[src/verilog/cpp_pkg.sv]
package cpp_pkg;
  // program memory map
  localparam logic [21:0] BOOT_BASE   = 22'h000000;
  localparam logic [21:0] BLK0_BASE   = 22'h000800;
  localparam logic [21:0] BLK1_BASE   = 22'h002000;
  localparam logic [21:0] BLK2_BASE   = 22'h004000;
  localparam logic [21:0] BLK3_BASE   = 22'h006000;
  localparam logic [21:0] MEM_END     = 22'h008000;
  localparam logic [21:0] ID_BASE     = 22'h200000;
  localparam logic [21:0] ID_LAST     = 22'h200007;
  localparam logic [21:0] CFG_BASE    = 22'h300000;
  localparam logic [21:0] CFG_LAST    = 22'h30000F;
  localparam logic [21:0] DEVID_BASE  = 22'h3FFFFE;
  localparam logic [21:0] DEVID_LAST  = 22'h3FFFFF;
  // protection byte offsets
  localparam logic [21:0] CODE_READ_LOCK_LOW   = 22'h300008;
  localparam logic [21:0] CODE_READ_LOCK_HIGH  = 22'h300009;
  localparam logic [21:0] WRITE_LOCK_LOW       = 22'h30000A;
  localparam logic [21:0] WRITE_LOCK_HIGH      = 22'h30000B;
  localparam logic [21:0] TABLE_READ_LOCK_LOW  = 22'h30000C;
  localparam logic [21:0] TABLE_READ_LOCK_HIGH = 22'h30000D;
  // field positions
  localparam int BLK_LSB      = 0;
  localparam int BOOT_BIT_CP  = 6;
  localparam int EEP_EXT_BIT  = 7;
  localparam int BOOT_BIT_WR  = 6;
  localparam int CFG_WR_BIT   = 5;
  localparam int EEP_WR_BIT   = 7;
  localparam int BOOT_BIT_TR  = 6;
  localparam int NBLK         = 5;
  // erased value: all ones means unprotected
  localparam logic [4:0] ERASED_BLK = 5'h1F;
  localparam logic [7:0] ZERO_BYTE  = 8'h00;
endpackage

[src/verilog/cpp_protect.sv]
module cpp_protect (
  input  wire logic        clock_i,
  input  wire logic        reset_i,
  input  wire logic        enable_i,
  // cpu table access
  input  wire logic        tbl_valid_i,
  input  wire logic        tbl_write_i,
  input  wire logic [21:0] tbl_addr_i,
  input  wire logic [21:0] tbl_pc_i,
  input  wire logic [7:0]  tbl_wdata_i,
  input  wire logic [7:0]  tbl_mem_rdata_i,
  // cpu eeprom access
  input  wire logic        eep_cpu_valid_i,
  input  wire logic        eep_cpu_write_i,
  // programmer access
  input  wire logic        prg_valid_i,
  input  wire logic        prg_write_i,
  input  wire logic        prg_eeprom_i,
  input  wire logic [21:0] prg_addr_i,
  input  wire logic [7:0]  prg_wdata_i,
  input  wire logic        prg_chip_erase_i,
  input  wire logic        prg_block_erase_i,
  input  wire logic [2:0]  prg_block_sel_i,
  // results
  output logic             tbl_grant_o,
  output logic [7:0]       tbl_rdata_o,
  output logic             eep_cpu_grant_o,
  output logic             prg_grant_o,
  output logic [7:0]       prg_rdata_o,
  output logic [4:0]       block_external_lock_o,
  output logic [4:0]       block_table_write_lock_o,
  output logic [4:0]       block_external_table_read_lock_o,
  output logic             eeprom_external_lock_o,
  output logic             eeprom_write_lock_o,
  output logic             config_write_lock_o
);

  // index 0 is boot block, 1..4 are blocks 0..3
  typedef struct packed {
    logic [4:0] ext_lock;
    logic [4:0] wr_lock;
    logic [4:0] trd_lock;
    logic       eep_ext;
    logic       eep_wr;
    logic       cfg_wr;
    logic       tbl_grant;
    logic [7:0] tbl_rdata;
    logic       eep_grant;
    logic       prg_grant;
    logic [7:0] prg_rdata;
  } cpp_state_s;

  // power-up image is the erased part, with every block open
  cpp_state_s st = '{ext_lock: cpp_pkg::ERASED_BLK, wr_lock: cpp_pkg::ERASED_BLK,
                     trd_lock: cpp_pkg::ERASED_BLK, eep_ext: 1'b1, eep_wr: 1'b1,
                     cfg_wr: 1'b1, default: '0};
  cpp_state_s next_st;

  logic [4:0] tgt_hit;
  logic [4:0] pc_hit;
  logic [4:0] prg_hit;
  logic [21:0] base_of [0:5];

  assign base_of[0] = cpp_pkg::BOOT_BASE;
  assign base_of[1] = cpp_pkg::BLK0_BASE;
  assign base_of[2] = cpp_pkg::BLK1_BASE;
  assign base_of[3] = cpp_pkg::BLK2_BASE;
  assign base_of[4] = cpp_pkg::BLK3_BASE;
  assign base_of[5] = cpp_pkg::MEM_END;

  // half-open ranges, so neighbouring blocks can never both claim an address
  genvar gi;
  generate
    for (gi = 0; gi < cpp_pkg::NBLK; gi++) begin : g_dec
      assign tgt_hit[gi] = (tbl_addr_i >= base_of[gi]) && (tbl_addr_i < base_of[gi+1]);
      assign pc_hit[gi]  = (tbl_pc_i   >= base_of[gi]) && (tbl_pc_i   < base_of[gi+1]);
      assign prg_hit[gi] = (prg_addr_i >= base_of[gi]) && (prg_addr_i < base_of[gi+1]);
    end
  endgenerate

  logic tgt_id;
  logic tgt_cfg;
  logic tgt_devid;
  logic prg_id;
  logic prg_cfg;
  assign tgt_id    = (tbl_addr_i >= cpp_pkg::ID_BASE) && (tbl_addr_i <= cpp_pkg::ID_LAST);
  assign tgt_cfg   = (tbl_addr_i >= cpp_pkg::CFG_BASE) && (tbl_addr_i <= cpp_pkg::CFG_LAST);
  assign tgt_devid = (tbl_addr_i >= cpp_pkg::DEVID_BASE) && (tbl_addr_i <= cpp_pkg::DEVID_LAST);
  assign prg_id    = (prg_addr_i >= cpp_pkg::ID_BASE) && (prg_addr_i <= cpp_pkg::ID_LAST);
  assign prg_cfg   = (prg_addr_i >= cpp_pkg::CFG_BASE) && (prg_addr_i <= cpp_pkg::CFG_LAST);

  // protection byte images, unimplemented bits read zero
  function automatic logic [7:0] lock_byte(input logic [21:0] a, input cpp_state_s s);
    logic [7:0] b;
    b = cpp_pkg::ZERO_BYTE;
    case (a)
      cpp_pkg::CODE_READ_LOCK_LOW: b[3:0] = s.ext_lock[4:1];
      cpp_pkg::CODE_READ_LOCK_HIGH: begin
        b[cpp_pkg::EEP_EXT_BIT] = s.eep_ext;
        b[cpp_pkg::BOOT_BIT_CP] = s.ext_lock[0];
      end
      cpp_pkg::WRITE_LOCK_LOW: b[3:0] = s.wr_lock[4:1];
      cpp_pkg::WRITE_LOCK_HIGH: begin
        b[cpp_pkg::EEP_WR_BIT]  = s.eep_wr;
        b[cpp_pkg::BOOT_BIT_WR] = s.wr_lock[0];
        b[cpp_pkg::CFG_WR_BIT]  = s.cfg_wr;
      end
      cpp_pkg::TABLE_READ_LOCK_LOW: b[3:0] = s.trd_lock[4:1];
      cpp_pkg::TABLE_READ_LOCK_HIGH: b[cpp_pkg::BOOT_BIT_TR] = s.trd_lock[0];
      default: b = cpp_pkg::ZERO_BYTE;
    endcase
    return b;
  endfunction

  logic       tbl_mem;
  logic       tbl_ok;
  logic       prg_mem;
  logic       prg_ok;
  logic [7:0] wbyte;
  logic [21:0] waddr;
  logic       wen;
  logic       prg_src;

  always_comb begin
    next_st = st;
    wen     = 1'b0;
    waddr   = prg_addr_i;
    wbyte   = prg_wdata_i;
    prg_src = 1'b0;
    tbl_mem = |tgt_hit;
    prg_mem = |prg_hit;
    // cpu table access
    if (tbl_write_i) begin
      tbl_ok = (tbl_mem && |(tgt_hit & st.wr_lock))
               || tgt_id
               || (tgt_cfg && st.cfg_wr);
    end else begin
      tbl_ok = (tbl_mem && |(tgt_hit & (st.trd_lock | pc_hit)))
               || tgt_id || tgt_cfg || tgt_devid;
    end
    // programmer access: external lock only here
    if (prg_eeprom_i) begin
      prg_ok = st.eep_ext && (!prg_write_i || st.eep_wr);
    end else if (prg_write_i) begin
      prg_ok = (prg_mem && |(prg_hit & st.ext_lock & st.wr_lock)) || prg_id || prg_cfg;
    end else begin
      prg_ok = (prg_mem && |(prg_hit & st.ext_lock)) || prg_id || prg_cfg;
    end
    next_st.tbl_grant = 1'b0;
    next_st.prg_grant = 1'b0;
    next_st.eep_grant = 1'b0;
    next_st.tbl_rdata = cpp_pkg::ZERO_BYTE;
    next_st.prg_rdata = cpp_pkg::ZERO_BYTE;
    if (tbl_valid_i) begin
      next_st.tbl_grant = tbl_ok;
      if (!tbl_write_i && tbl_ok) begin
        next_st.tbl_rdata = tgt_cfg ? lock_byte(tbl_addr_i, st) : tbl_mem_rdata_i;
      end
      if (tbl_write_i && tbl_ok && tgt_cfg) begin
        wen   = 1'b1;
        waddr = tbl_addr_i;
        wbyte = tbl_wdata_i;
      end
    end
    if (eep_cpu_valid_i) begin
      next_st.eep_grant = !eep_cpu_write_i || st.eep_wr;
    end
    if (prg_valid_i) begin
      next_st.prg_grant = prg_ok;
      if (!prg_write_i && prg_ok) begin
        next_st.prg_rdata = prg_cfg ? lock_byte(prg_addr_i, st) : tbl_mem_rdata_i;
      end
      if (prg_write_i && prg_ok && prg_cfg && !prg_eeprom_i) begin
        wen     = 1'b1;
        prg_src = 1'b1;
      end
    end
    // bits only clear: and new value into old
    if (wen) begin
      case (waddr)
        cpp_pkg::CODE_READ_LOCK_LOW:  next_st.ext_lock[4:1] = st.ext_lock[4:1] & wbyte[3:0];
        cpp_pkg::CODE_READ_LOCK_HIGH: begin
          next_st.eep_ext     = st.eep_ext & wbyte[cpp_pkg::EEP_EXT_BIT];
          next_st.ext_lock[0] = st.ext_lock[0] & wbyte[cpp_pkg::BOOT_BIT_CP];
        end
        cpp_pkg::WRITE_LOCK_LOW:      next_st.wr_lock[4:1] = st.wr_lock[4:1] & wbyte[3:0];
        cpp_pkg::WRITE_LOCK_HIGH: begin
          next_st.eep_wr     = st.eep_wr & wbyte[cpp_pkg::EEP_WR_BIT];
          next_st.wr_lock[0] = st.wr_lock[0] & wbyte[cpp_pkg::BOOT_BIT_WR];
          if (prg_src) begin
            next_st.cfg_wr = st.cfg_wr & wbyte[cpp_pkg::CFG_WR_BIT];
          end
        end
        cpp_pkg::TABLE_READ_LOCK_LOW:  next_st.trd_lock[4:1] = st.trd_lock[4:1] & wbyte[3:0];
        cpp_pkg::TABLE_READ_LOCK_HIGH: next_st.trd_lock[0] = st.trd_lock[0] & wbyte[cpp_pkg::BOOT_BIT_TR];
        default: next_st.ext_lock = next_st.ext_lock;
      endcase
    end
    // erase only from the programmer port; erase wins over a same-cycle clear
    if (prg_chip_erase_i) begin
      next_st.ext_lock = cpp_pkg::ERASED_BLK;
      next_st.wr_lock  = cpp_pkg::ERASED_BLK;
      next_st.trd_lock = cpp_pkg::ERASED_BLK;
      next_st.eep_ext  = 1'b1;
      next_st.eep_wr   = 1'b1;
      next_st.cfg_wr   = 1'b1;
    end else if (prg_block_erase_i && prg_block_sel_i < 3'(cpp_pkg::NBLK)) begin
      next_st.ext_lock[prg_block_sel_i] = 1'b1;
      next_st.wr_lock[prg_block_sel_i]  = 1'b1;
      next_st.trd_lock[prg_block_sel_i] = 1'b1;
    end
  end

  // reset leaves protection intact: only erase sets bits back
  always_ff @(posedge clock_i) begin
    if (reset_i) begin
      st.tbl_grant <= 1'b0;
      st.tbl_rdata <= cpp_pkg::ZERO_BYTE;
      st.eep_grant <= 1'b0;
      st.prg_grant <= 1'b0;
      st.prg_rdata <= cpp_pkg::ZERO_BYTE;
    end else if (enable_i) begin
      st <= next_st;
    end
  end

  assign tbl_grant_o                      = st.tbl_grant;
  assign tbl_rdata_o                      = st.tbl_rdata;
  assign eep_cpu_grant_o                  = st.eep_grant;
  assign prg_grant_o                      = st.prg_grant;
  assign prg_rdata_o                      = st.prg_rdata;
  assign block_external_lock_o            = st.ext_lock;
  assign block_table_write_lock_o         = st.wr_lock;
  assign block_external_table_read_lock_o = st.trd_lock;
  assign eeprom_external_lock_o           = st.eep_ext;
  assign eeprom_write_lock_o              = st.eep_wr;
  assign config_write_lock_o              = st.cfg_wr;
endmodule

[config.mk]
export PLATFORM = sky130hd
export DESIGN_NAME = cpp_protect
export DESIGN_NICKNAME = d
export VERILOG_FILES = /design/src/verilog/cpp_pkg.sv /design/src/verilog/cpp_protect.sv
export SDC_FILE = /design/constraint.sdc
export NUM_CORES = 1
export LEC_CHECK = 0
export BUFFER_PORTS_ARGS = -buffer_cell sky130_fd_sc_hd__buf_2
export CAP_MARGIN = 20
export CORE_UTILIZATION = 50
export DETAILED_ROUTE_END_ITERATION = 7
export PLACE_DENSITY = 0.86
export SETUP_SLACK_MARGIN = 0.3
export SKIP_CTS_REPAIR_TIMING = 1
export SLEW_MARGIN = 5
export SYNTH_ARGS = -nofsm -noshare
export SYNTH_HDL_FRONTEND = slang
export SYNTH_SLANG_ARGS = --single-unit
[constraint.sdc]
create_clock -name clock_i -period 4.35 [get_ports clock_i]
set_input_delay 0.2175 -clock clock_i [delete_from_list [all_inputs] [get_ports clock_i]]
set_output_delay 0.2175 -clock clock_i [all_outputs]
set_load 0.02 [all_outputs]
==> results of run 1 <==
==> flip-flops by register name, indices dropped and copies added, names as in the netlist <==
register	cells
eep_cpu_grant_o	1
prg_grant_o	1
tbl_grant_o	1
block_table_write_lock_o	5
prg_rdata_o	8
eeprom_write_lock_o	1
eeprom_external_lock_o	1
config_write_lock_o	1
block_external_lock_o	5
tbl_rdata_o	8
block_external_table_read_lock_o	5
==> through the flow <==
stage                     setup WS, ns  total power, W  cell area [µm²]  std cells
after floorplan                   1.89        0.000449             2880        349
after global placement            1.56        0.000519             3550        536
after detailed placement          1.52        0.000522             3550        536
after CTS                         1.74        0.000809             3660        544
after global routing              1.57        0.000840             3670        545
final                             1.70        0.000809             3670        545
==> synth_stat cells (2+ instances only) <==
library cell               instances  area share
sky130_fd_sc_hd__a21o_1            4       0.010
sky130_fd_sc_hd__a21oi_1          19       0.033
sky130_fd_sc_hd__a22o_1            9       0.027
sky130_fd_sc_hd__a31o_2            2      0.0061
sky130_fd_sc_hd__a31oi_1           5       0.011
sky130_fd_sc_hd__a41oi_1           2      0.0061
sky130_fd_sc_hd__and2_1            4      0.0087
sky130_fd_sc_hd__and2b_1           2      0.0052
sky130_fd_sc_hd__and3_1            2      0.0043
sky130_fd_sc_hd__and4_1            2      0.0061
sky130_fd_sc_hd__buf_6             2      0.0078
sky130_fd_sc_hd__clkbuf_1          9       0.012
sky130_fd_sc_hd__dfxtp_1          19        0.13
sky130_fd_sc_hd__edfxtp_1         18        0.19
sky130_fd_sc_hd__inv_1            18       0.023
sky130_fd_sc_hd__mux2_2            2      0.0078
sky130_fd_sc_hd__mux2i_1          21       0.073
sky130_fd_sc_hd__nand2_1          36       0.047
sky130_fd_sc_hd__nand2b_1          4      0.0087
sky130_fd_sc_hd__nand3_1          11       0.019
sky130_fd_sc_hd__nand3b_1          4       0.010
sky130_fd_sc_hd__nand4_1           8       0.017
sky130_fd_sc_hd__nand4b_1          2      0.0061
sky130_fd_sc_hd__nor2_1           29       0.038
sky130_fd_sc_hd__nor2b_1           2      0.0043
sky130_fd_sc_hd__nor3_1           11       0.019
sky130_fd_sc_hd__nor3b_1           2      0.0052
sky130_fd_sc_hd__nor4_1           17       0.037
sky130_fd_sc_hd__nor4b_1           2      0.0061
sky130_fd_sc_hd__o211ai_1         20       0.052
sky130_fd_sc_hd__o21ai_0          14       0.024
sky130_fd_sc_hd__o21ai_1           8       0.014
sky130_fd_sc_hd__o31a_1            2      0.0061
sky130_fd_sc_hd__o41ai_1           5       0.015
sky130_fd_sc_hd__or2_0             2      0.0043
sky130_fd_sc_hd__or2_2             3      0.0065
sky130_fd_sc_hd__or4_1             4       0.010
==> area by class of cell <==
type	instances	area share
clock buffer	7	0.0293
clock inverter	1	0.00170
inverter	18	0.0184
multi-input combinational	281	0.499
sequential	37	0.251
tap	72	0.0245
timing repair buffer	129	0.177
==> layer usage <==
| layer | vias to the layer above | GRT usage |
|---|---|---|
| li1 | 1597 | - |
| met2 | 247 | 0.505 |
| met4 | 0 | 0.115 |
| met5 | - | 0 |
| met1 | 1576 | 0.403 |
| met3 | 29 | 0.0459 |
==> cells by family (layout without fill, tap and decap cells) <==
group           Yosys count  in the layout  share of synthesized area
mux                      24             24                     0.0885
compound gates          103            103                      0.260
xor+xnor                  1              1                    0.00304
buf+inv                  31            155                     0.0460
flops                    37             37                      0.319
simple gates            153            153                      0.283
==> worst register-to-register path: cells and delay by family, from the launching register on <==
kind	cells	cell delay [ns]
AO/OA/AOI/OAI	4	1.24
flip-flops	1	0.52
AND/OR/NAND/NOR	2	0.65
==> placed cells by master (no fill, tap or decap), types with 3 or more instances in the layout <==
cell type / count
sky130_fd_sc_hd__nand2b_1: 4
sky130_fd_sc_hd__nand3_1: 11
sky130_fd_sc_hd__mux2i_1: 21
sky130_fd_sc_hd__or2_2: 3
sky130_fd_sc_hd__nor3_1: 11
sky130_fd_sc_hd__a21o_1: 4
sky130_fd_sc_hd__o21ai_1: 8
sky130_fd_sc_hd__nor4_1: 17
sky130_fd_sc_hd__edfxtp_1: 18
sky130_fd_sc_hd__nand3b_1: 4
sky130_fd_sc_hd__buf_2: 128
sky130_fd_sc_hd__o211ai_1: 20
sky130_fd_sc_hd__or4_1: 4
sky130_fd_sc_hd__nand2_1: 36
sky130_fd_sc_hd__a21oi_1: 19
sky130_fd_sc_hd__nor2_1: 29
sky130_fd_sc_hd__nand4_1: 8
sky130_fd_sc_hd__o21ai_0: 14
sky130_fd_sc_hd__inv_1: 18
sky130_fd_sc_hd__a31oi_1: 5
sky130_fd_sc_hd__and2_1: 4
sky130_fd_sc_hd__o41ai_1: 5
sky130_fd_sc_hd__a22o_1: 9
sky130_fd_sc_hd__clkbuf_8: 6
sky130_fd_sc_hd__dfxtp_1: 19
==> power by group through the flow <==
stage	clock [W]	combinational, W	sequential [W]
final	0.000291	0.000143	0.000375
after global routing	0.000308	0.000156	0.000376
after CTS	0.000294	0.000140	0.000375
after detailed placement	0	0.000139	0.000383
after global placement	0	0.000136	0.000383
after floorplan	0	0.0000617	0.000387
==> worst max-delay path by stage <==
stage / end / startpoint / depth (start not counted)
finish: block_external_table_read_lock_o[0] / block_table_write_lock_o[3] / 6
global placement: block_external_table_read_lock_o[0] / tbl_addr_i[16] / 7
detailed placement: block_external_table_read_lock_o[0] / tbl_addr_i[16] / 7
CTS: block_external_table_read_lock_o[0] / block_table_write_lock_o[2] / 6
global route: block_external_lock_o[2] / prg_addr_i[16] / 7
floorplan: block_external_table_read_lock_o[0] / tbl_addr_i[16] / 6
==> metrics.log, run 1 <==
INFO  metric final_hold_viol_count = 0
INFO  metric largest_buffer_count_on_any_clock_path = 2
INFO  metric syn_area = 0.00288 mm²
INFO  metric num-nets-final = 577
INFO  metric whs = 0.104 ns
INFO  metric first_global_vias = 3107
INFO  metric report.final.setup_viol = 0
INFO  metric critical-path-max-stage-delay = around 0.56 ns
INFO  metric maxSlewHeadroom = 0.487
INFO  metric clockRootBuffer = sky130_fd_sc_hd__clkbuf_8
INFO  metric clk_latency = 0.29 ns
INFO  metric max-cap-violations = 0
INFO  metric groute.usage.overall = 0.306
INFO  metric crit_buf_inv = 0
INFO  metric post_drt_wl_per_cell = around 17 µm
INFO  metric die_w = about 78 µm
INFO  metric drcViolationCount = 0
INFO  metric drt-met1-wl = between 3000 and 4000 µm
INFO  metric wl_met3 = 961 µm
INFO  metric clkPwrFrac = 0.359
INFO  metric post_route_cells_drive_above_1_share = 0.323
INFO  metric die-area = 0.00608 mm²
INFO  metric comb_power_share = 0.177
INFO  metric cp_data_arrival_time = between 2 and 3 ns
INFO  metric tritoncts = built
INFO  metric holdCritPathClass = primary input to flip-flop
INFO  metric reg2reg_from = block_table_write_lock_o[3]
INFO  metric synth-warning-count = 0
INFO  metric power.ir.vdd_worst = 229 µV
INFO  metric start_kind = flip-flop
INFO  metric layout-area-overhead-vs-synth = 27.3%
INFO  metric ys_seq_elements = 37
INFO  metric route.vias.total = 3449
INFO  metric postRouteAntennaNets = 0
INFO  metric h-tree-depth = 2
INFO  metric synthesis.instances = around 350
INFO  metric worstPathMaxFanout = 18
INFO  metric chipHeight = approximately 80 µm
INFO  metric criticalPathCategory = flip-flop to flip-flop
INFO  metric fin_util = 0.663
INFO  metric critPathCaptureType = flip-flop
INFO  metric row_count = 27
INFO  metric port_buffers = 128
INFO  metric final.period_utilization = 0.609
INFO  metric initial_antenna_violation_count = 0
INFO  metric maximum_number_of_pins_on_one_net_before_global_route_repair = 20
INFO  metric min_path_cells = 2
INFO  metric tightest_slew = 0.768 ns
INFO  metric timing.final.max_slew_violations = 0
INFO  metric setup_tns = 0 ns
INFO  metric grt-ovfl-total = 0
INFO  metric gp_routability_congestion = 0.959
INFO  metric wire_length_of_the_first_global_routing_pass = 14600 µm
INFO  metric number_of_distinct_standard_cells_referenced_by_the_synthesized_netlist = 60
INFO  metric detailed_place_hpwl = approximately 7000 µm
INFO  metric worst-endpoint-required = between 4 and 5 ns
INFO  metric power_switching_share = 0.266
INFO  metric setup_clock_skew_after_layout = 0.00912 ns
INFO  metric rsz0062_at_grt = false
INFO  metric timing.fmax = roughly 380 MHz
INFO  metric endpoint_of_the_lowest_slack_register_to_register_path = block_external_table_read_lock_o[0]
INFO  metric detailedRoute.firstPassIterationCount = 6
INFO  metric syn_nets = 454
INFO  metric seq_area = approximately 920 µm²
INFO  metric top_signal_layer_used = met4
INFO  metric reg2reg_setup_slack = 1.70 ns
INFO  metric cts.sink_count = 37
INFO  metric drt_first_iter_violations = around 350
INFO  metric nFillCells = approximately 470
INFO  metric cts_buffers = 5
INFO  metric met2RoutedLength = roughly 4300 µm
INFO  metric num_antenna_cells = 0
INFO  metric leakage = 1.61 nW
INFO  metric routed_wire_length = a little over 9000 µm
INFO  metric floorplan.initialDensity = 0.521
INFO  metric hold_start = reset_i
INFO  metric hold-path-endpoint = eep_cpu_grant_o
INFO  metric crit_path_cell_trace = nor2_1 -> a22o_1 -> a2111oi_4 -> o21ai_4 -> or4_1 -> a31o_1
INFO  metric core_box_area = 0.00554 mm²
INFO  metric avgViaCountPerCell = 6.33
INFO  metric footprint_of_the_multi_input_gates = 0.00183 mm²
INFO  metric count_of_flip_flops_with_a_built_in_enable_after_synthesis = 18
INFO  metric critPathSlowestCell = sky130_fd_sc_hd__or4_1
INFO  metric powerDensity = 220 mW/mm²
INFO  metric period_minus_slack = between 2 and 3 ns
INFO  metric async_flop_share = 0
INFO  metric p_int = 0.000594 W
INFO  metric critical_path.top_delay_family = compound AO/OA/AOI/OAI gates
INFO  metric synth_seq_area_share = 0.319
INFO  metric postSynth.topFlopCell = sky130_fd_sc_hd__dfxtp_1
INFO  metric r2r.worst_path.cells = 6
INFO  metric net-switching-power = 0.000215 W
INFO  metric num_io_pins = 142
INFO  metric power.share.sequential = 0.464
INFO  metric synthesis.area_per_instance = 8.26 µm²
INFO  metric path_clk_slew = 0.08 ns
INFO  metric run_status = finished clean
(Power assumes the default switching activity.)
==> run 2: changes to the inputs <==
--- a/config.mk
+++ b/config.mk
@@ -7,9 +7,9 @@
 export LEC_CHECK = 0
 export BUFFER_PORTS_ARGS = -buffer_cell sky130_fd_sc_hd__buf_2
 export CAP_MARGIN = 20
-export CORE_UTILIZATION = 50
+export CORE_UTILIZATION = 42
 export DETAILED_ROUTE_END_ITERATION = 7
-export PLACE_DENSITY = 0.86
+export PLACE_DENSITY = 0.77
 export SETUP_SLACK_MARGIN = 0.3
 export SKIP_CTS_REPAIR_TIMING = 1
 export SLEW_MARGIN = 5
==> constraint.sdc (replaced) <==
create_clock -name clock_i -period 2.2 [get_ports clock_i]
set_input_delay 0.11 -clock clock_i [delete_from_list [all_inputs] [get_ports clock_i]]
set_output_delay 0.11 -clock clock_i [all_outputs]
set_load 0.02 [all_outputs]
==> metrics.log, run 2 (synthesis gave the netlist of run 1 again) <==
INFO  metric power.ir.vdd_worst = 245 µV (was 229 µV)
INFO  metric violations = DRC, hold timing
INFO  metric maximum_number_of_pins_on_one_net_before_global_route_repair = 19 (was 20)
INFO  metric layout-area-overhead-vs-synth = 41.9% (was 27.3%)
INFO  metric core_box_area = 0.00649 mm² (was 0.00554 mm²)
INFO  metric nFillCells = 565 (was 467)
INFO  metric post_drt_wl_per_cell = 17.8 µm (was 17.0 µm)
INFO  metric floorplan.initialDensity = 0.444 (was 0.521)
INFO  metric setup_tns = 0 ns (unchanged)
INFO  metric whs = -0.00936 ns (was 0.104 ns)
INFO  metric final.period_utilization = 0.993
INFO  metric first_global_vias = 3403 (was 3107)
INFO  metric h-tree-depth = 2 (unchanged)
INFO  metric die-area = 0.00720 mm² (was 0.00608 mm²)
INFO  metric maxSlewHeadroom = 0.585 (was 0.487)
INFO  metric num_antenna_cells = 0 (unchanged)
INFO  metric report.final.setup_viol = 0 (unchanged)
INFO  metric route.vias.total = 3485 (was 3449)
INFO  metric critical_path.top_delay_family = simple AND/OR/NAND/NOR gates (was compound AO/OA/AOI/OAI gates)
INFO  metric worstPathMaxFanout = 4 (was 18)
INFO  metric die_w = 84.9 µm (was 77.9 µm)
INFO  metric clockRootBuffer = sky130_fd_sc_hd__clkbuf_8 (unchanged)
INFO  metric num-nets-final = 610 (was 577)
INFO  metric mostFrequentLayoutCell = sky130_fd_sc_hd__buf_2 (unchanged)
INFO  metric drcViolationCount = 7 (was 0)
INFO  metric cts.sink_count = 37 (unchanged)
INFO  metric layout_common_cells = sky130_fd_sc_hd__buf_2 (126), sky130_fd_sc_hd__nand2_1 (34), sky130_fd_sc_hd__buf_4 (32), sky130_fd_sc_hd__nor2_1 (29), sky130_fd_sc_hd__o211ai_1 (20) (was sky130_fd_sc_hd__buf_2 (128), sky130_fd_sc_hd__nand2_1 (36), sky130_fd_sc_hd__nor2_1 (29), sky130_fd_sc_hd__mux2i_1 (21), sky130_fd_sc_hd__o211ai_1 (20))
INFO  metric groute.usage.overall = 0.287 (was 0.306)
INFO  metric gp_routability_congestion = 0.907 (was 0.959)
INFO  metric fin_util = 0.630 (was 0.663)
INFO  metric clk_latency = 0.31 ns (was 0.29 ns)
INFO  metric critical-path-max-stage-delay = 0.52 ns (was 0.56 ns)
INFO  metric max-cap-violations = 0 (unchanged)
INFO  metric leakage = 1.79 nW (was 1.61 nW)
INFO  metric start_kind = primary input (was flip-flop)
INFO  metric initial_antenna_violation_count = 0 (unchanged)
INFO  metric final_hold_viol_count = 1 (was 0)
INFO  metric drt_first_iter_violations = 324 (was 351)
INFO  metric tightest_slew = 0.616 ns (was 0.768 ns)
INFO  metric setup_clock_skew_after_layout = 0.00595 ns (was 0.00912 ns)
INFO  metric crit_path_cell_trace = buf_8 -> nor4_4 -> or3b_4 -> o41ai_4 -> o21ai_4 -> or4_1 -> a31o_1 (was nor2_1 -> a22o_1 -> a2111oi_4 -> o21ai_4 -> or4_1 -> a31o_1)
INFO  metric postRouteAntennaNets = 0 (unchanged)
INFO  metric rsz0062_at_grt = true (was false)
INFO  metric row_count = 29 (was 27)
INFO  metric reg2reg_setup_slack = 0.11 ns (was 1.70 ns)
INFO  metric run_status = finished, violations left (was finished clean)
INFO  metric port_buffers = 128 (unchanged)
INFO  metric timing.fmax = approximately 460 MHz
INFO  metric detailed_place.area = 0.00382 mm² (was 0.00355 mm²)
INFO  metric cts_buffers = 5 (unchanged)
INFO  metric largest_buffer_count_on_any_clock_path = 2 (unchanged)
INFO  metric post_route_cells_drive_above_1_share = 0.401 (was 0.323)
INFO  metric finish.instance_area = 0.00409 mm² (was 0.00367 mm²)
INFO  metric grt-ovfl-total = 0 (unchanged)
INFO  metric detailed_place_hpwl = 8170 µm (was 7140 µm)
INFO  metric powerDensity = 377 mW/mm² (was 220 mW/mm²)
INFO  metric worst-endpoint-required = 2.27 ns (was 4.40 ns)
INFO  metric cp_data_arrival_time = 2.25 ns (was 2.70 ns)
INFO  metric period_minus_slack = 2.18 ns
INFO  metric criticalPathCategory = primary input to flip-flop (was flip-flop to flip-flop)
INFO  metric holdCritPathClass = primary input to flip-flop (unchanged)
INFO  metric timing.final.max_slew_violations = 0 (unchanged)
INFO  metric num_io_pins = 142 (unchanged)
INFO  metric routed_wire_length = 10400 µm (was 9250 µm)
INFO  metric avgViaCountPerCell = 5.98 (was 6.33)
INFO  metric crit_buf_inv = 1 (was 0)
INFO  metric path_clk_slew = 0.08 ns (about the same)
INFO  metric critPathSlowestCell = sky130_fd_sc_hd__or4_1 (unchanged)
INFO  metric tritoncts = built (unchanged)
INFO  metric detailedRoute.firstPassIterationCount = 7 (was 6)
INFO  metric finalPower = 0.00154 W (was 0.000809 W)
INFO  metric chipHeight = 84.9 µm (was 77.9 µm)
INFO  metric critPathCaptureType = flip-flop (unchanged)
INFO  metric wire_length_of_the_first_global_routing_pass = 16300 µm (was 14600 µm)
run 2: layout make-up:
class                           count  area [µm²]  area share
Clock inverter                      2        10.0     0.00245
Timing Repair Buffer              161         917       0.224
Inverter                           18        67.6      0.0165
Tap cell                           77        96.3      0.0235
Multi-Input combinational cell    282        2010       0.491
Sequential cell                    37         921       0.225
Clock buffer                        6        72.6      0.0177
run 2: final timing paths:
check                                   start                                  end  cells after the start
setup / recovery               tbl_addr_i[19]  block_external_table_read_lock_o[0]                      7
setup reg to reg  block_table_write_lock_o[1]  block_external_table_read_lock_o[0]                      5
hold / removal                        reset_i                      eep_cpu_grant_o                      2
hold reg to reg                   prg_grant_o                          prg_grant_o                      2
run 2: report_power, final:
group | leakage [nW] | internal [W] | total, W | switching, W
clock network | 0.0450 | 0.000220 | 0.000477 | 0.000258
registers | 0.288 | 0.000731 | 0.000742 | 0.0000118
logic | 1.46 | 0.000140 | 0.000321 | 0.000181
run 2: stage by stage:
stage | std cells | hold slack [ns] | setup WS (ns)
after global routing | 583 | -0.000478 | -0.0465
final | 583 | -0.00936 | 0.0160
after CTS | 579 | -0.0124 | 0.0198
after global placement | 571 | 0.290 | -0.236
after detailed placement | 571 | 0.301 | -0.296
after floorplan | 349 | 0.179 | -0.121
run 2: metal layers:
metal	GRT usage	vias up	part of all wire
met5	0	-	0
met4	0.0817	0	0.020
met3	0.0593	23	0.068
met2	0.505	155	0.49
met1	0.357	1634	0.42
li1	-	1673	-
==> run 3: changes to the inputs <==
--- a/config.mk
+++ b/config.mk
@@ -5,10 +5,13 @@
 export SDC_FILE = /design/constraint.sdc
 export NUM_CORES = 1
 export LEC_CHECK = 0
+export ABC_CLOCK_PERIOD_IN_PS = 2200
 export BUFFER_PORTS_ARGS = -buffer_cell sky130_fd_sc_hd__buf_2
 export CAP_MARGIN = 20
 export CORE_UTILIZATION = 42
 export DETAILED_ROUTE_END_ITERATION = 7
+export GPL_TIMING_DRIVEN = 0
+export HOLD_SLACK_MARGIN = 0.12
 export PLACE_DENSITY = 0.77
 export SETUP_SLACK_MARGIN = 0.3
 export SKIP_CTS_REPAIR_TIMING = 1
==> metrics.log, run 3 (synthesis gave the netlist of run 1 again) <==
INFO  metric h-tree-depth = 2 (unchanged)
INFO  metric clkPwrFrac = 0.383 (was 0.310)
INFO  metric wl_met3 = 809 µm (was 707 µm)
INFO  metric drt-met1-wl = 4250 µm (was 4350 µm)
INFO  metric detailed_place.area = 0.00365 mm² (was 0.00382 mm²)
INFO  metric crit_buf_inv = 1 (unchanged)
INFO  metric reg2reg_from = block_table_write_lock_o[3] (was block_table_write_lock_o[1])
INFO  metric row_count = 29 (unchanged)
INFO  metric grt-ovfl-total = 0 (unchanged)
INFO  metric setup_clock_skew_after_layout = 0.0117 ns (was 0.00595 ns)
INFO  metric p_int = 0.00127 W (was 0.00109 W)
INFO  metric floorplan.initialDensity = 0.444 (unchanged)
INFO  metric critPathCaptureType = flip-flop (unchanged)
INFO  metric report.final.setup_viol = 6 (was 0)
INFO  metric avgViaCountPerCell = 5.99 (was 5.98)
INFO  metric top_signal_layer_used = met4 (unchanged)
INFO  metric largest_buffer_count_on_any_clock_path = 2 (unchanged)
INFO  metric hold-path-endpoint = eep_cpu_grant_o (unchanged)
INFO  metric die_w = 84.9 µm (unchanged)
INFO  metric final.period_utilization = 1.05 (was 0.993)
INFO  metric layout-area-overhead-vs-synth = 47.2% (was 41.9%)
INFO  metric worst-endpoint-required = 2.25 ns (was 2.27 ns)
INFO  metric maxSlewHeadroom = 0.543 (was 0.585)
INFO  metric num_antenna_cells = 0 (unchanged)
INFO  metric post_drt_wl_per_cell = 17.6 µm (was 17.8 µm)
INFO  metric chipHeight = 84.9 µm (unchanged)
INFO  metric num-nets-final = 619 (was 610)
INFO  metric fin_util = 0.654 (was 0.630)
INFO  metric gp_routability_congestion = 0.922 (was 0.907)
INFO  metric nFillCells = 551 (was 565)
INFO  metric met2RoutedLength = 4970 µm (was 5110 µm)
INFO  metric tightest_slew = 0.676 ns (was 0.616 ns)
INFO  metric min_path_cells = 3 (was 2)
INFO  metric timing.fmax = 434 MHz (was 458 MHz)
INFO  metric endpoint_of_the_lowest_slack_register_to_register_path = block_table_write_lock_o[0] (was block_external_table_read_lock_o[0])
INFO  metric die-area = 0.00720 mm² (unchanged)
INFO  metric critical-path-max-stage-delay = 0.48 ns (was 0.52 ns)
INFO  metric timing.final.max_slew_violations = 0 (unchanged)
INFO  metric postRouteAntennaNets = 0 (unchanged)
INFO  metric holdCritPathClass = primary input to flip-flop (unchanged)
INFO  metric critical_path.top_delay_family = compound AO/OA/AOI/OAI gates (was simple AND/OR/NAND/NOR gates)
INFO  metric clk_latency = 0.30 ns (was 0.31 ns)
INFO  metric drt_first_iter_violations = 285 (was 324)
INFO  metric layout_common_cells = sky130_fd_sc_hd__buf_2 (125), sky130_fd_sc_hd__nand2_1 (35), sky130_fd_sc_hd__nor2_1 (27), sky130_fd_sc_hd__buf_4 (24), sky130_fd_sc_hd__o211ai_1 (20) (was sky130_fd_sc_hd__buf_2 (126), sky130_fd_sc_hd__nand2_1 (34), sky130_fd_sc_hd__buf_4 (32), sky130_fd_sc_hd__nor2_1 (29), sky130_fd_sc_hd__o211ai_1 (20))
INFO  metric powerDensity = 405 mW/mm² (was 377 mW/mm²)
INFO  metric route.vias.total = 3549 (was 3485)
INFO  metric port_buffers = 127 (was 128)
INFO  metric final_hold_viol_count = 0 (was 1)
INFO  metric first_global_vias = 3117 (was 3403)
INFO  metric groute.usage.overall = 0.273 (was 0.287)
INFO  metric post_route_cells_drive_above_1_share = 0.404 (was 0.401)
INFO  metric finalPower = 0.00172 W (was 0.00154 W)
INFO  metric finish.instance_area = 0.00425 mm² (was 0.00409 mm²)
INFO  metric critPathSlowestCell = sky130_fd_sc_hd__edfxtp_1 (was sky130_fd_sc_hd__or4_1)
INFO  metric cts_buffers = 5 (unchanged)
INFO  metric core_box_area = 0.00649 mm² (unchanged)
INFO  metric criticalPathCategory = flip-flop to flip-flop (was primary input to flip-flop)
INFO  metric period_minus_slack = 2.30 ns (was 2.18 ns)
INFO  metric power.ir.vdd_worst = 342 µV (was 245 µV)
INFO  metric placed_cells_incl_taps = 553 (was 571)
INFO  metric reg2reg_setup_slack = -0.10 ns (was 0.11 ns)
INFO  metric mostFrequentLayoutCell = sky130_fd_sc_hd__buf_2 (unchanged)
INFO  metric rsz0062_at_grt = true (unchanged)
INFO  metric cp_data_arrival_time = 2.36 ns (was 2.25 ns)
INFO  metric tritoncts = built (unchanged)
INFO  metric violations = DRC, setup timing (was DRC, hold timing)
INFO  metric net-switching-power = 0.000446 W (was 0.000450 W)
INFO  metric layoutNonFillerInstCount = 592 (was 583)
INFO  metric maximum_number_of_pins_on_one_net_before_global_route_repair = 20 (was 19)
INFO  metric routed_wire_length = 10400 µm (about the same)
INFO  metric path_clk_slew = 0.08 ns (about the same)
INFO  metric run_status = finished, violations left (unchanged)
INFO  metric comb_power_share = 0.185 (was 0.208)
INFO  metric power.share.sequential = 0.432 (was 0.482)
INFO  metric final_critical_path_setup_slack = -0.105 ns (was 0.0160 ns)
INFO  metric drcViolationCount = 7 (unchanged)
INFO  metric crit_path_cell_trace = nor2_1 -> a22o_1 -> a2111oi_4 -> o21ai_4 -> buf_4 -> or3_1 -> a31o_2 (was buf_8 -> nor4_4 -> or3b_4 -> o41ai_4 -> o21ai_4 -> or4_1 -> a31o_1)
INFO  metric detailedRoute.firstPassIterationCount = 7 (unchanged)
INFO  metric start_kind = flip-flop (was primary input)
INFO  metric hold_start = eep_cpu_valid_i (was reset_i)
INFO  metric power_switching_share = 0.259 (was 0.292)
INFO  metric cts.sink_count = 37 (unchanged)
INFO  metric leakage = 1.82 nW (was 1.79 nW)
INFO  metric max-cap-violations = 0 (unchanged)
INFO  metric r2r.worst_path.cells = 7 (was 5)
INFO  metric crit_path_start = block_table_write_lock_o[3] (was tbl_addr_i[19])
INFO  metric worstPathMaxFanout = 6 (was 4)
INFO  metric clockRootBuffer = sky130_fd_sc_hd__clkbuf_8 (unchanged)
INFO  metric num_io_pins = 142 (unchanged)
INFO  metric wire_length_of_the_first_global_routing_pass = 15400 µm (was 16300 µm)
INFO  metric initial_antenna_violation_count = 0 (unchanged)
INFO  metric detailed_place_hpwl = 7630 µm (was 8170 µm)
==> run 3: cell types whose count changed in the layout (fill, tap and decap cells not counted), moves of 3 or more <==
cell | before | now
sky130_fd_sc_hd__buf_4 | 32 | 24
sky130_fd_sc_hd__buf_6 | 1 | 4
sky130_fd_sc_hd__clkbuf_1 | 1 | 7
sky130_fd_sc_hd__dlygate4sd3_1 | 0 | 4
sky130_fd_sc_hd__nor3_1 | 11 | 8
sky130_fd_sc_hd__nor3_2 | 0 | 3
==> run 3: metal layers <==
metal	up-vias	global-route usage
met3	35	0.0447
li1	1689	-
met5	-	0
met4	0	0.122
met2	193	0.450
met1	1632	0.354
==> run 3: worst max-delay path by stage <==
stage,depth (start not counted),end
3_5_place_dp,7,block_external_table_read_lock_o[0]
4_1_cts,6,block_external_table_read_lock_o[0]
6_report,7,block_table_write_lock_o[0]
3_3_place_gp,7,block_external_table_read_lock_o[0]
5_1_grt,6,block_external_table_read_lock_o[0]
2_1_floorplan,6,block_external_table_read_lock_o[0]
==> run 3: cell type report <==
| type | instances | area [µm²] | share of cell area |
|---|---|---|---|
| Multi-Input combinational cell | 281 | 2020 | 0.476 |
| Buffer | 13 | 88.8 | 0.0209 |
| Tap cell | 77 | 96.3 | 0.0227 |
| Clock buffer | 6 | 93.8 | 0.0221 |
| Inverter | 18 | 71.3 | 0.0168 |
| Sequential cell | 37 | 921 | 0.217 |
| Timing Repair Buffer | 158 | 920 | 0.217 |
| Clock inverter | 2 | 35.0 | 0.00825 |
==> run 3: per-stage QoR <==
step	hold slack (ns)	TNS (ns)	setup WS [ns]
after floorplan	0.179	-0.133	-0.121
after global placement	0.298	-4.85	-0.372
after detailed placement	0.300	-5.85	-0.385
after CTS	-0.0149	-0.717	-0.213
after global routing	0.122	-0.864	-0.155
final	0.0868	-0.295	-0.105
==> run 3: worst reg2reg max path, stage by stage (launching register included) <==
cell                        delay, ns
sky130_fd_sc_hd__edfxtp_1        0.48
sky130_fd_sc_hd__nor2_1          0.08
sky130_fd_sc_hd__a22o_1          0.26
sky130_fd_sc_hd__a2111oi_4       0.33
sky130_fd_sc_hd__o21ai_4         0.16
sky130_fd_sc_hd__buf_4           0.17
sky130_fd_sc_hd__or3_1           0.37
sky130_fd_sc_hd__a31o_2          0.22
==> run 3: power by group through the flow <==
| stage | sequential [W] | combinational, W | clock (W) |
|---|---|---|---|
| floorplan | 0.000765 | 0.000124 | 0 |
| global placement | 0.000758 | 0.000280 | 0 |
| detailed placement | 0.000759 | 0.000284 | 0 |
| CTS | 0.000743 | 0.000285 | 0.000660 |
| global route | 0.000744 | 0.000345 | 0.000696 |
| finish | 0.000743 | 0.000318 | 0.000659 |
